<file path="config.mk">
export PLATFORM = sky130hd
export DESIGN_NAME = atb_trim_bank
export DESIGN_NICKNAME = d
export VERILOG_FILES = /design/src/core/atb_pkg.sv /design/src/core/atb_trim_bank.sv /design/src/core/atb_coef_hold.sv /design/src/core/atb_read_port.sv
export SDC_FILE = /design/constraint.sdc
export NUM_CORES = 1
export LEC_CHECK = 0
export BUFFER_PORTS_ARGS = -buffer_cell sky130_fd_sc_hd__buf_2
export CAP_MARGIN = 15
export CORE_MARGIN = 5
export CORE_UTILIZATION = 30
export CTS_CLUSTER_SIZE = 8
export DETAILED_ROUTE_END_ITERATION = 16
export PLACE_DENSITY = 0.53
export SLEW_MARGIN = 20
export SYNTH_ARGS = -nofsm -noshare
export SYNTH_HDL_FRONTEND = slang
export SYNTH_SLANG_ARGS = --single-unit
</file>
<file path="constraint.sdc">
create_clock -name i_sys_clk -period 3.8 [get_ports i_sys_clk]
set_input_delay 0.95 -clock i_sys_clk [delete_from_list [all_inputs] [get_ports i_sys_clk]]
set_output_delay 0.95 -clock i_sys_clk [all_outputs]
set_load 0.05 [all_outputs]
</file>
<file path="src/core/atb_pkg.sv">
// Constants for the auxiliary converter trim coefficient bank
package atb_pkg;

    // ************************************************************
    // Bus and storage widths
    // ************************************************************
    localparam int unsigned ATB_ADDR_W   = 8;
    localparam int unsigned ATB_DATA_W   = 8;
    localparam int unsigned ATB_NUM_REGS = 9;
    localparam int unsigned ATB_IDX_W    = 4;

    // Coefficient widths
    localparam int unsigned ATB_OT1_W = 12;
    localparam int unsigned ATB_OT2_W = 12;
    localparam int unsigned ATB_GT0_W = 15;
    localparam int unsigned ATB_GT1_W = 14;
    localparam int unsigned ATB_GT2_W = 14;

    // ************************************************************
    // Register offsets
    // ************************************************************
    localparam logic [7:0] ATB_AUX_OFFSET_TRIM_WORD_11   = 8'haf;
    localparam logic [7:0] ATB_AUX_OFFSET_TRIM_WORD_12   = 8'hb0;
    localparam logic [7:0] ATB_AUX_OFFSET_TRIM_WORD_13   = 8'hb1;
    localparam logic [7:0] ATB_AUX_OFFSET_TRIM_WORD_14   = 8'hb2;
    localparam logic [7:0] ATB_AUX_CELL_GAIN_TRIM_WORD_1 = 8'hb3;
    localparam logic [7:0] ATB_AUX_CELL_GAIN_TRIM_WORD_2 = 8'hb4;
    localparam logic [7:0] ATB_AUX_CELL_GAIN_TRIM_WORD_3 = 8'hb5;
    localparam logic [7:0] ATB_AUX_CELL_GAIN_TRIM_WORD_4 = 8'hb6;
    localparam logic [7:0] ATB_AUX_CELL_GAIN_TRIM_WORD_5 = 8'hb7;
    localparam logic [7:0] ATB_FIRST_ADDR = ATB_AUX_OFFSET_TRIM_WORD_11;
    localparam logic [7:0] ATB_LAST_ADDR  = ATB_AUX_CELL_GAIN_TRIM_WORD_5;

    // ************************************************************
    // Reset values
    // ************************************************************
    localparam logic [7:0] ATB_REG_RESET  = 8'h00;
    localparam logic [7:0] ATB_RD_IDLE    = 8'h00;
    localparam logic [7:0] ATB_SPARE_FILL = 8'h00;

    // ************************************************************
    // Field positions: register lsb, coefficient lsb, length
    // ************************************************************
    localparam int unsigned ATB_AF_OT1_RLSB = 2;
    localparam int unsigned ATB_AF_OT1_CLSB = 0;
    localparam int unsigned ATB_AF_OT1_LEN  = 6;
    localparam int unsigned ATB_B0_OT1_RLSB = 0;
    localparam int unsigned ATB_B0_OT1_CLSB = 6;
    localparam int unsigned ATB_B0_OT1_LEN  = 6;
    localparam int unsigned ATB_B0_OT2_RLSB = 6;
    localparam int unsigned ATB_B0_OT2_CLSB = 0;
    localparam int unsigned ATB_B0_OT2_LEN  = 2;
    localparam int unsigned ATB_B1_OT2_RLSB = 0;
    localparam int unsigned ATB_B1_OT2_CLSB = 2;
    localparam int unsigned ATB_B1_OT2_LEN  = 8;
    localparam int unsigned ATB_B2_OT2_RLSB = 0;
    localparam int unsigned ATB_B2_OT2_CLSB = 10;
    localparam int unsigned ATB_B2_OT2_LEN  = 2;
    localparam int unsigned ATB_B3_GT0_RLSB = 0;
    localparam int unsigned ATB_B3_GT0_CLSB = 0;
    localparam int unsigned ATB_B3_GT0_LEN  = 8;
    localparam int unsigned ATB_B4_GT0_RLSB = 0;
    localparam int unsigned ATB_B4_GT0_CLSB = 8;
    localparam int unsigned ATB_B4_GT0_LEN  = 7;
    localparam int unsigned ATB_B4_GT1_RLSB = 7;
    localparam int unsigned ATB_B4_GT1_CLSB = 0;
    localparam int unsigned ATB_B4_GT1_LEN  = 1;
    localparam int unsigned ATB_B5_GT1_RLSB = 0;
    localparam int unsigned ATB_B5_GT1_CLSB = 1;
    localparam int unsigned ATB_B5_GT1_LEN  = 8;
    localparam int unsigned ATB_B6_GT1_RLSB = 0;
    localparam int unsigned ATB_B6_GT1_CLSB = 9;
    localparam int unsigned ATB_B6_GT1_LEN  = 5;
    localparam int unsigned ATB_B6_GT2_RLSB = 5;
    localparam int unsigned ATB_B6_GT2_CLSB = 0;
    localparam int unsigned ATB_B6_GT2_LEN  = 3;
    localparam int unsigned ATB_B7_GT2_RLSB = 0;
    localparam int unsigned ATB_B7_GT2_CLSB = 3;
    localparam int unsigned ATB_B7_GT2_LEN  = 8;

endpackage

</file>
<file path="src/core/atb_trim_bank.sv">
// Read-only trim coefficient bank of the auxiliary converter
//
// Notes on behaviour
// - Offset 0xB0 bits 5:0 show offset first-order coefficient bits 11:6.
// - Offset 0xB0 bits 7:6 show offset second-order coefficient bits 1:0.
// - Offset 0xB1 bits 7:0 show offset second-order coefficient bits 9:2.
// - Offset 0xB2 bits 1:0 show offset second-order bits 11:10, bits 7:2 spare.
// - Offset 0xB3 bits 7:0 show gain zero-order coefficient bits 7:0.
// - Offset 0xB4 bits 6:0 show gain zero-order coefficient bits 14:8.
// - Offset 0xB4 bit 7 shows gain first-order coefficient bit 0.
// - Offset 0xB5 bits 7:0 show gain first-order coefficient bits 8:1.
// - Offset 0xB6 bits 4:0 show gain first-order coefficient bits 13:9.
// - Offset 0xB6 bits 7:5 show gain second-order coefficient bits 2:0.
// - Offset 0xAF bits 7:2 show offset first-order coefficient bits 5:0.
// - Offset 0xB7 bits 7:0 show gain second-order coefficient bits 10:3.
`timescale 1ns/1ps
module atb_trim_bank #(
    parameter int unsigned AW = atb_pkg::ATB_ADDR_W,
    parameter int unsigned DW = atb_pkg::ATB_DATA_W
) (
    input  wire logic                           i_sys_clk,
    input  wire logic                           i_rst_n,
    input  wire logic [AW-1:0]                  i_addr,
    input  wire logic [DW-1:0]                  i_wr_data,
    input  wire logic                           i_wr_stb,
    input  wire logic                           i_rd_stb,
    output logic      [DW-1:0]                  o_rd_data,
    input  wire logic                           i_trim_load,
    input  wire logic [atb_pkg::ATB_OT1_W-1:0]  i_offset_tempco_order1,
    input  wire logic [atb_pkg::ATB_OT2_W-1:0]  i_offset_tempco_order2,
    input  wire logic [atb_pkg::ATB_GT0_W-1:0]  i_gain_tempco_order0,
    input  wire logic [atb_pkg::ATB_GT1_W-1:0]  i_gain_tempco_order1,
    input  wire logic [atb_pkg::ATB_GT2_W-1:0]  i_gain_tempco_order2,
    output logic      [atb_pkg::ATB_OT1_W-1:0]  o_offset_tempco_order1,
    output logic      [atb_pkg::ATB_OT2_W-1:0]  o_offset_tempco_order2,
    output logic      [atb_pkg::ATB_GT0_W-1:0]  o_gain_tempco_order0,
    output logic      [atb_pkg::ATB_GT1_W-1:0]  o_gain_tempco_order1,
    output logic      [atb_pkg::ATB_GT2_W-1:0]  o_gain_tempco_order2,
    output logic                                o_trim_loaded,
    output logic                                o_wr_rejected
);

    // ************************************************************
    // Declarations
    // ************************************************************
    logic [atb_pkg::ATB_OT1_W-1:0]   ot1;
    logic [atb_pkg::ATB_OT2_W-1:0]   ot2;
    logic [atb_pkg::ATB_GT0_W-1:0]   gt0;
    logic [atb_pkg::ATB_GT1_W-1:0]   gt1;
    logic [atb_pkg::ATB_GT2_W-1:0]   gt2;
    logic [DW-1:0]                   img [atb_pkg::ATB_NUM_REGS];
    logic [atb_pkg::ATB_IDX_W-1:0]   idx;
    logic                            hit;
    logic [DW-1:0]                   sel_data;
    logic                            trim_loaded_q;
    logic                            wr_rejected_q;

    // ************************************************************
    // Coefficient storage
    // ************************************************************
    // Trim arrives from fuse shadow logic on this clock, so no sync stage
    atb_coef_hold #(.W(atb_pkg::ATB_OT1_W)) u_hold_ot1 (
        .i_sys_clk (i_sys_clk),
        .i_rst_n   (i_rst_n),
        .i_load    (i_trim_load),
        .i_value   (i_offset_tempco_order1),
        .o_value   (ot1)
    );

    atb_coef_hold #(.W(atb_pkg::ATB_OT2_W)) u_hold_ot2 (
        .i_sys_clk (i_sys_clk),
        .i_rst_n   (i_rst_n),
        .i_load    (i_trim_load),
        .i_value   (i_offset_tempco_order2),
        .o_value   (ot2)
    );

    atb_coef_hold #(.W(atb_pkg::ATB_GT0_W)) u_hold_gt0 (
        .i_sys_clk (i_sys_clk),
        .i_rst_n   (i_rst_n),
        .i_load    (i_trim_load),
        .i_value   (i_gain_tempco_order0),
        .o_value   (gt0)
    );

    atb_coef_hold #(.W(atb_pkg::ATB_GT1_W)) u_hold_gt1 (
        .i_sys_clk (i_sys_clk),
        .i_rst_n   (i_rst_n),
        .i_load    (i_trim_load),
        .i_value   (i_gain_tempco_order1),
        .o_value   (gt1)
    );

    atb_coef_hold #(.W(atb_pkg::ATB_GT2_W)) u_hold_gt2 (
        .i_sys_clk (i_sys_clk),
        .i_rst_n   (i_rst_n),
        .i_load    (i_trim_load),
        .i_value   (i_gain_tempco_order2),
        .o_value   (gt2)
    );

    assign o_offset_tempco_order1 = ot1;
    assign o_offset_tempco_order2 = ot2;
    assign o_gain_tempco_order0   = gt0;
    assign o_gain_tempco_order1   = gt1;
    assign o_gain_tempco_order2   = gt2;

    // ************************************************************
    // Register images
    // ************************************************************
    // Every image starts from the spare fill so unused bits read zero
    always_comb begin
        for (int i = 0; i < int'(atb_pkg::ATB_NUM_REGS); i++) begin
            img[i] = atb_pkg::ATB_SPARE_FILL;
        end
        img[0][atb_pkg::ATB_AF_OT1_RLSB +: atb_pkg::ATB_AF_OT1_LEN] =
            ot1[atb_pkg::ATB_AF_OT1_CLSB +: atb_pkg::ATB_AF_OT1_LEN];
        img[1][atb_pkg::ATB_B0_OT1_RLSB +: atb_pkg::ATB_B0_OT1_LEN] =
            ot1[atb_pkg::ATB_B0_OT1_CLSB +: atb_pkg::ATB_B0_OT1_LEN];
        img[1][atb_pkg::ATB_B0_OT2_RLSB +: atb_pkg::ATB_B0_OT2_LEN] =
            ot2[atb_pkg::ATB_B0_OT2_CLSB +: atb_pkg::ATB_B0_OT2_LEN];
        img[2][atb_pkg::ATB_B1_OT2_RLSB +: atb_pkg::ATB_B1_OT2_LEN] =
            ot2[atb_pkg::ATB_B1_OT2_CLSB +: atb_pkg::ATB_B1_OT2_LEN];
        img[3][atb_pkg::ATB_B2_OT2_RLSB +: atb_pkg::ATB_B2_OT2_LEN] =
            ot2[atb_pkg::ATB_B2_OT2_CLSB +: atb_pkg::ATB_B2_OT2_LEN];
        img[4][atb_pkg::ATB_B3_GT0_RLSB +: atb_pkg::ATB_B3_GT0_LEN] =
            gt0[atb_pkg::ATB_B3_GT0_CLSB +: atb_pkg::ATB_B3_GT0_LEN];
        img[5][atb_pkg::ATB_B4_GT0_RLSB +: atb_pkg::ATB_B4_GT0_LEN] =
            gt0[atb_pkg::ATB_B4_GT0_CLSB +: atb_pkg::ATB_B4_GT0_LEN];
        img[5][atb_pkg::ATB_B4_GT1_RLSB +: atb_pkg::ATB_B4_GT1_LEN] =
            gt1[atb_pkg::ATB_B4_GT1_CLSB +: atb_pkg::ATB_B4_GT1_LEN];
        img[6][atb_pkg::ATB_B5_GT1_RLSB +: atb_pkg::ATB_B5_GT1_LEN] =
            gt1[atb_pkg::ATB_B5_GT1_CLSB +: atb_pkg::ATB_B5_GT1_LEN];
        img[7][atb_pkg::ATB_B6_GT1_RLSB +: atb_pkg::ATB_B6_GT1_LEN] =
            gt1[atb_pkg::ATB_B6_GT1_CLSB +: atb_pkg::ATB_B6_GT1_LEN];
        img[7][atb_pkg::ATB_B6_GT2_RLSB +: atb_pkg::ATB_B6_GT2_LEN] =
            gt2[atb_pkg::ATB_B6_GT2_CLSB +: atb_pkg::ATB_B6_GT2_LEN];
        img[8][atb_pkg::ATB_B7_GT2_RLSB +: atb_pkg::ATB_B7_GT2_LEN] =
            gt2[atb_pkg::ATB_B7_GT2_CLSB +: atb_pkg::ATB_B7_GT2_LEN];
    end

    // ************************************************************
    // Address decode
    // ************************************************************
    // Offset 0xAF bits 1:0 and the top bits of the gain second-order word
    // belong to neighbouring banks and are not driven from here
    assign hit = (i_addr >= atb_pkg::ATB_FIRST_ADDR) &&
                 (i_addr <= atb_pkg::ATB_LAST_ADDR);
    assign idx = atb_pkg::ATB_IDX_W'(i_addr - atb_pkg::ATB_FIRST_ADDR);

    always_comb begin
        sel_data = atb_pkg::ATB_RD_IDLE;
        if (hit) begin
            sel_data = img[idx];
        end
    end

    atb_read_port #(.DW(DW)) u_read_port (
        .i_sys_clk (i_sys_clk),
        .i_rst_n   (i_rst_n),
        .i_rd_stb  (i_rd_stb),
        .i_hit     (hit),
        .i_data    (sel_data),
        .o_rd_data (o_rd_data)
    );

    // ************************************************************
    // Status
    // ************************************************************
    // Sticky until reset: trim is loaded once per power-up
    always_ff @(posedge i_sys_clk) begin
        if (!i_rst_n) begin
            trim_loaded_q <= 1'b0;
        end else if (i_trim_load) begin
            trim_loaded_q <= 1'b1;
        end
    end

    // Writes are dropped; this pulse lets software debug spot stray writes
    always_ff @(posedge i_sys_clk) begin
        if (!i_rst_n) begin
            wr_rejected_q <= 1'b0;
        end else begin
            // Write data are ignored on purpose: the bank has nothing to store them in
            wr_rejected_q <= i_wr_stb && hit;
        end
    end

    assign o_trim_loaded = trim_loaded_q;
    assign o_wr_rejected = wr_rejected_q;

endmodule // atb_trim_bank

</file>
<file path="src/core/atb_coef_hold.sv">
// Holding register for one trim coefficient
`timescale 1ns/1ps
module atb_coef_hold #(
    parameter int unsigned W = 12
) (
    input  wire logic         i_sys_clk,
    input  wire logic         i_rst_n,
    input  wire logic         i_load,
    input  wire logic [W-1:0] i_value,
    output logic      [W-1:0] o_value
);

    logic [W-1:0] value_q;

    // ************************************************************
    // Capture
    // ************************************************************
    // Only the trim load path and reset change the value; the bus cannot reach it
    always_ff @(posedge i_sys_clk) begin
        if (!i_rst_n) begin
            value_q <= '0;
        end else if (i_load) begin
            value_q <= i_value;
        end
    end

    assign o_value = value_q;

endmodule // atb_coef_hold

</file>
<file path="src/core/atb_read_port.sv">
// Registered read data stage of the trim bank
`timescale 1ns/1ps
module atb_read_port #(
    parameter int unsigned DW = 8
) (
    input  wire logic          i_sys_clk,
    input  wire logic          i_rst_n,
    input  wire logic          i_rd_stb,
    input  wire logic          i_hit,
    input  wire logic [DW-1:0] i_data,
    output logic      [DW-1:0] o_rd_data
);

    logic [DW-1:0] rd_data_q;

    // ************************************************************
    // Read data
    // ************************************************************
    // Data stand only in the cycle after the strobe, zero otherwise
    always_ff @(posedge i_sys_clk) begin
        if (!i_rst_n) begin
            rd_data_q <= '0;
        end else if (i_rd_stb && i_hit) begin
            rd_data_q <= i_data;
        end else begin
            rd_data_q <= '0;
        end
    end

    assign o_rd_data = rd_data_q;

endmodule // atb_read_port

</file>
==> metrics <==
outcome complete, no violations; post-DP HPWL 7.36 mm; most frequent cell after synthesis dfxtp_1; CTS tree built; Root Buffer Master clkbuf_16; Antenna Nets Post-Route 0; Slew Limit Fails 0; via count 2723; mapped cell area 3380 µm²; Clock Latency Late Sink 0.33 ns; TritonRoute pass-1 iters 4; syn nets 384; number of flops mapped to enable cells by yosys 0; # hold bufs at CTS 0; share of post-route cells with drive strength above 1 42.8%; Critical Path RT 4.00 ns; Post-Synthesis Cells 295; first-pass GRT wire length 15.0 mm; NumNets Final 538; H-tree levels 3; chip height 116 µm; Congestion Overflow GR 0; Seq/Total Area, Yosys 45.7%; Tmin final 2.57 ns; setup TNS 0 ns; Leakage 2.24 nW; Crit path arrival time 2.77 ns; crit path capture type register; CP Launch Type input pin; Num Clock Sinks 77; Clock Path Buffers 2; Vias/cell 4.58; gp weighted congestion 0.741; Final Hold Slack 0.453 ns; Syn Area/Cell 11.4 µm²; mean routed wirelength per cell 16.3 µm; Die Footprint 13500 µm²; ys flop type dfxtp_1; Clk pin slew, worst setup/hold paths 0.06 ns; #FFs+latches synth 77; initial antenna violation count 1; crit path kind in -> reg; setup violators final 0; FP Rows 38; DR DRC count 0; async set-reset flop share out of synthesis 0%; GRT Util Overall 14.5%; vias in the first global route 2720; Critical Path Fanout Max 10; I/O pin count 165; Post-CTS Resized 0; slew margin rel. 56.3%; Synth area leaders dfxtp_1, mux2i_1, nor2b_1; pin count of the biggest net entering global routing 69; Layout area overhead 37.4%; Final Core Density 42.4%; maximum ir drop on the vdd rail 259 µV; initial DRC count 64; Max Clock Freq 0.390 GHz; IO Port Bufs 156; synth unique cells 28; Routed WL 9.70 mm; core region area 10900 µm²; RSZ-0062 raised after global routing no; post-synth top area share 45.7%; Hold Crit Class reg -> reg; die width 116 µm; Synth top cells by count dfxtp_1, mux2i_1, nor2b_1; Worst Tran Pin Value 0.654 ns; max-cap violations 0; Post-CTS Repair Setup Buffers 0; Clock Skews 0.00564 ns; fin crit share 67.5%; Final Hold Fails 0; largest area contributor in the netlist dfxtp_1; DP Area 4290 µm²; Num CTS Buffers 9; Initial Utilization 30.9%; Synth warnings 0; PD cells 499 nW/µm²; fin area 4640 µm²
[per-stage QoR]
step                      total power, W  std cells  setup slack [ns]
final                            0.00231        594              1.23
after global routing             0.00241        594              1.12
after CTS                        0.00235        593              1.22
after detailed placement         0.00134        578             0.872
after global placement           0.00134        578             0.894
after floorplan                  0.00121        295              1.48
[kinds of logic after synthesis]
family	count (synthesis)	share of synthesized area, %
compound gates	26	5.56
buf+inv	19	3.11
simple gates	85	15.9
flops	77	45.7
mux	83	27.9
xor+xnor	4	1.48
fa+ha+maj	1	0.371
[worst max-delay path: stages]
cell and delay [ns]:
buf_2 0.13, ha_1 0.52, buf_4 0.27, mux2_2 0.35, a221o_1 0.36, o211ai_1 0.09, a21oi_1 0.09
[registers in the layout, summed over array words and instances (netlist names)]
| register | cells |
|---|---|
| u_hold_gt2.o_value | 14 |
| u_hold_ot2.o_value | 12 |
| o_trim_loaded | 1 |
| u_read_port.o_rd_data | 8 |
| u_hold_gt1.o_value | 14 |
| o_wr_rejected | 1 |
| u_hold_gt0.o_value | 15 |
| u_hold_ot1.o_value | 12 |
[layout by cell type (no fill, tap or decap), drive strengths merged]
cell / count
nand3: 11
buf: 162
a21oi: 9
clkinv: 1
a221o: 6
xor2: 2
nand2: 1
nor2: 1
o21a: 1
ha: 1
clkbuf: 11
diode: 1
nor2b: 67
nand2b: 1
dfxtp: 77
o211ai: 10
nand4b: 2
nor3b: 1
mux2: 6
and2: 1
xnor2: 2
bufinv: 3
mux4: 8
mux2i: 69
[power breakdown]
part / leakage [nW] / switching (W) / total, W / internal [W]
Sequential: 0.634 / 0.0000342 / 0.000885 / 0.000851
Clock: 0.172 / 0.000321 / 0.000994 / 0.000673
Combinational: 1.43 / 0.000278 / 0.000434 / 0.000156
[path summary, 6_finish.rpt]
kind	from	endpoint	slack [ns]	depth (start not counted)
max	i_addr[0]	u_read_port.o_rd_data[4]	1.23	7
min	o_trim_loaded	o_trim_loaded	0.45	1
max reg2reg	u_hold_gt0.o_value[6]	u_read_port.o_rd_data[6]	2.52	3
min reg2reg	o_trim_loaded	o_trim_loaded	0.45	1
[layer usage]
metal / track usage (%) / vias to the layer above / routed length [µm]
met5: 0 / - / 0
met4: 5.49 / 0 / 141
met3: 3.45 / 11 / 577
met2: 23.3 / 85 / 4640
met1: 19.0 / 1270 / 4350
li1: - / 1357 / -
[layout make-up]
type | instances | area (µm²)
Antenna cell | 1 | 2.50
Clock buffer | 11 | 253
Clock inverter | 4 | 95.1
Fill cell | 1107 | 6300
Multi-Input combinational cell | 199 | 1730
Sequential cell | 77 | 1540
Tap cell | 140 | 175
Timing Repair Buffer | 162 | 841
No activity file was read; power rests on OpenSTA's default activity.
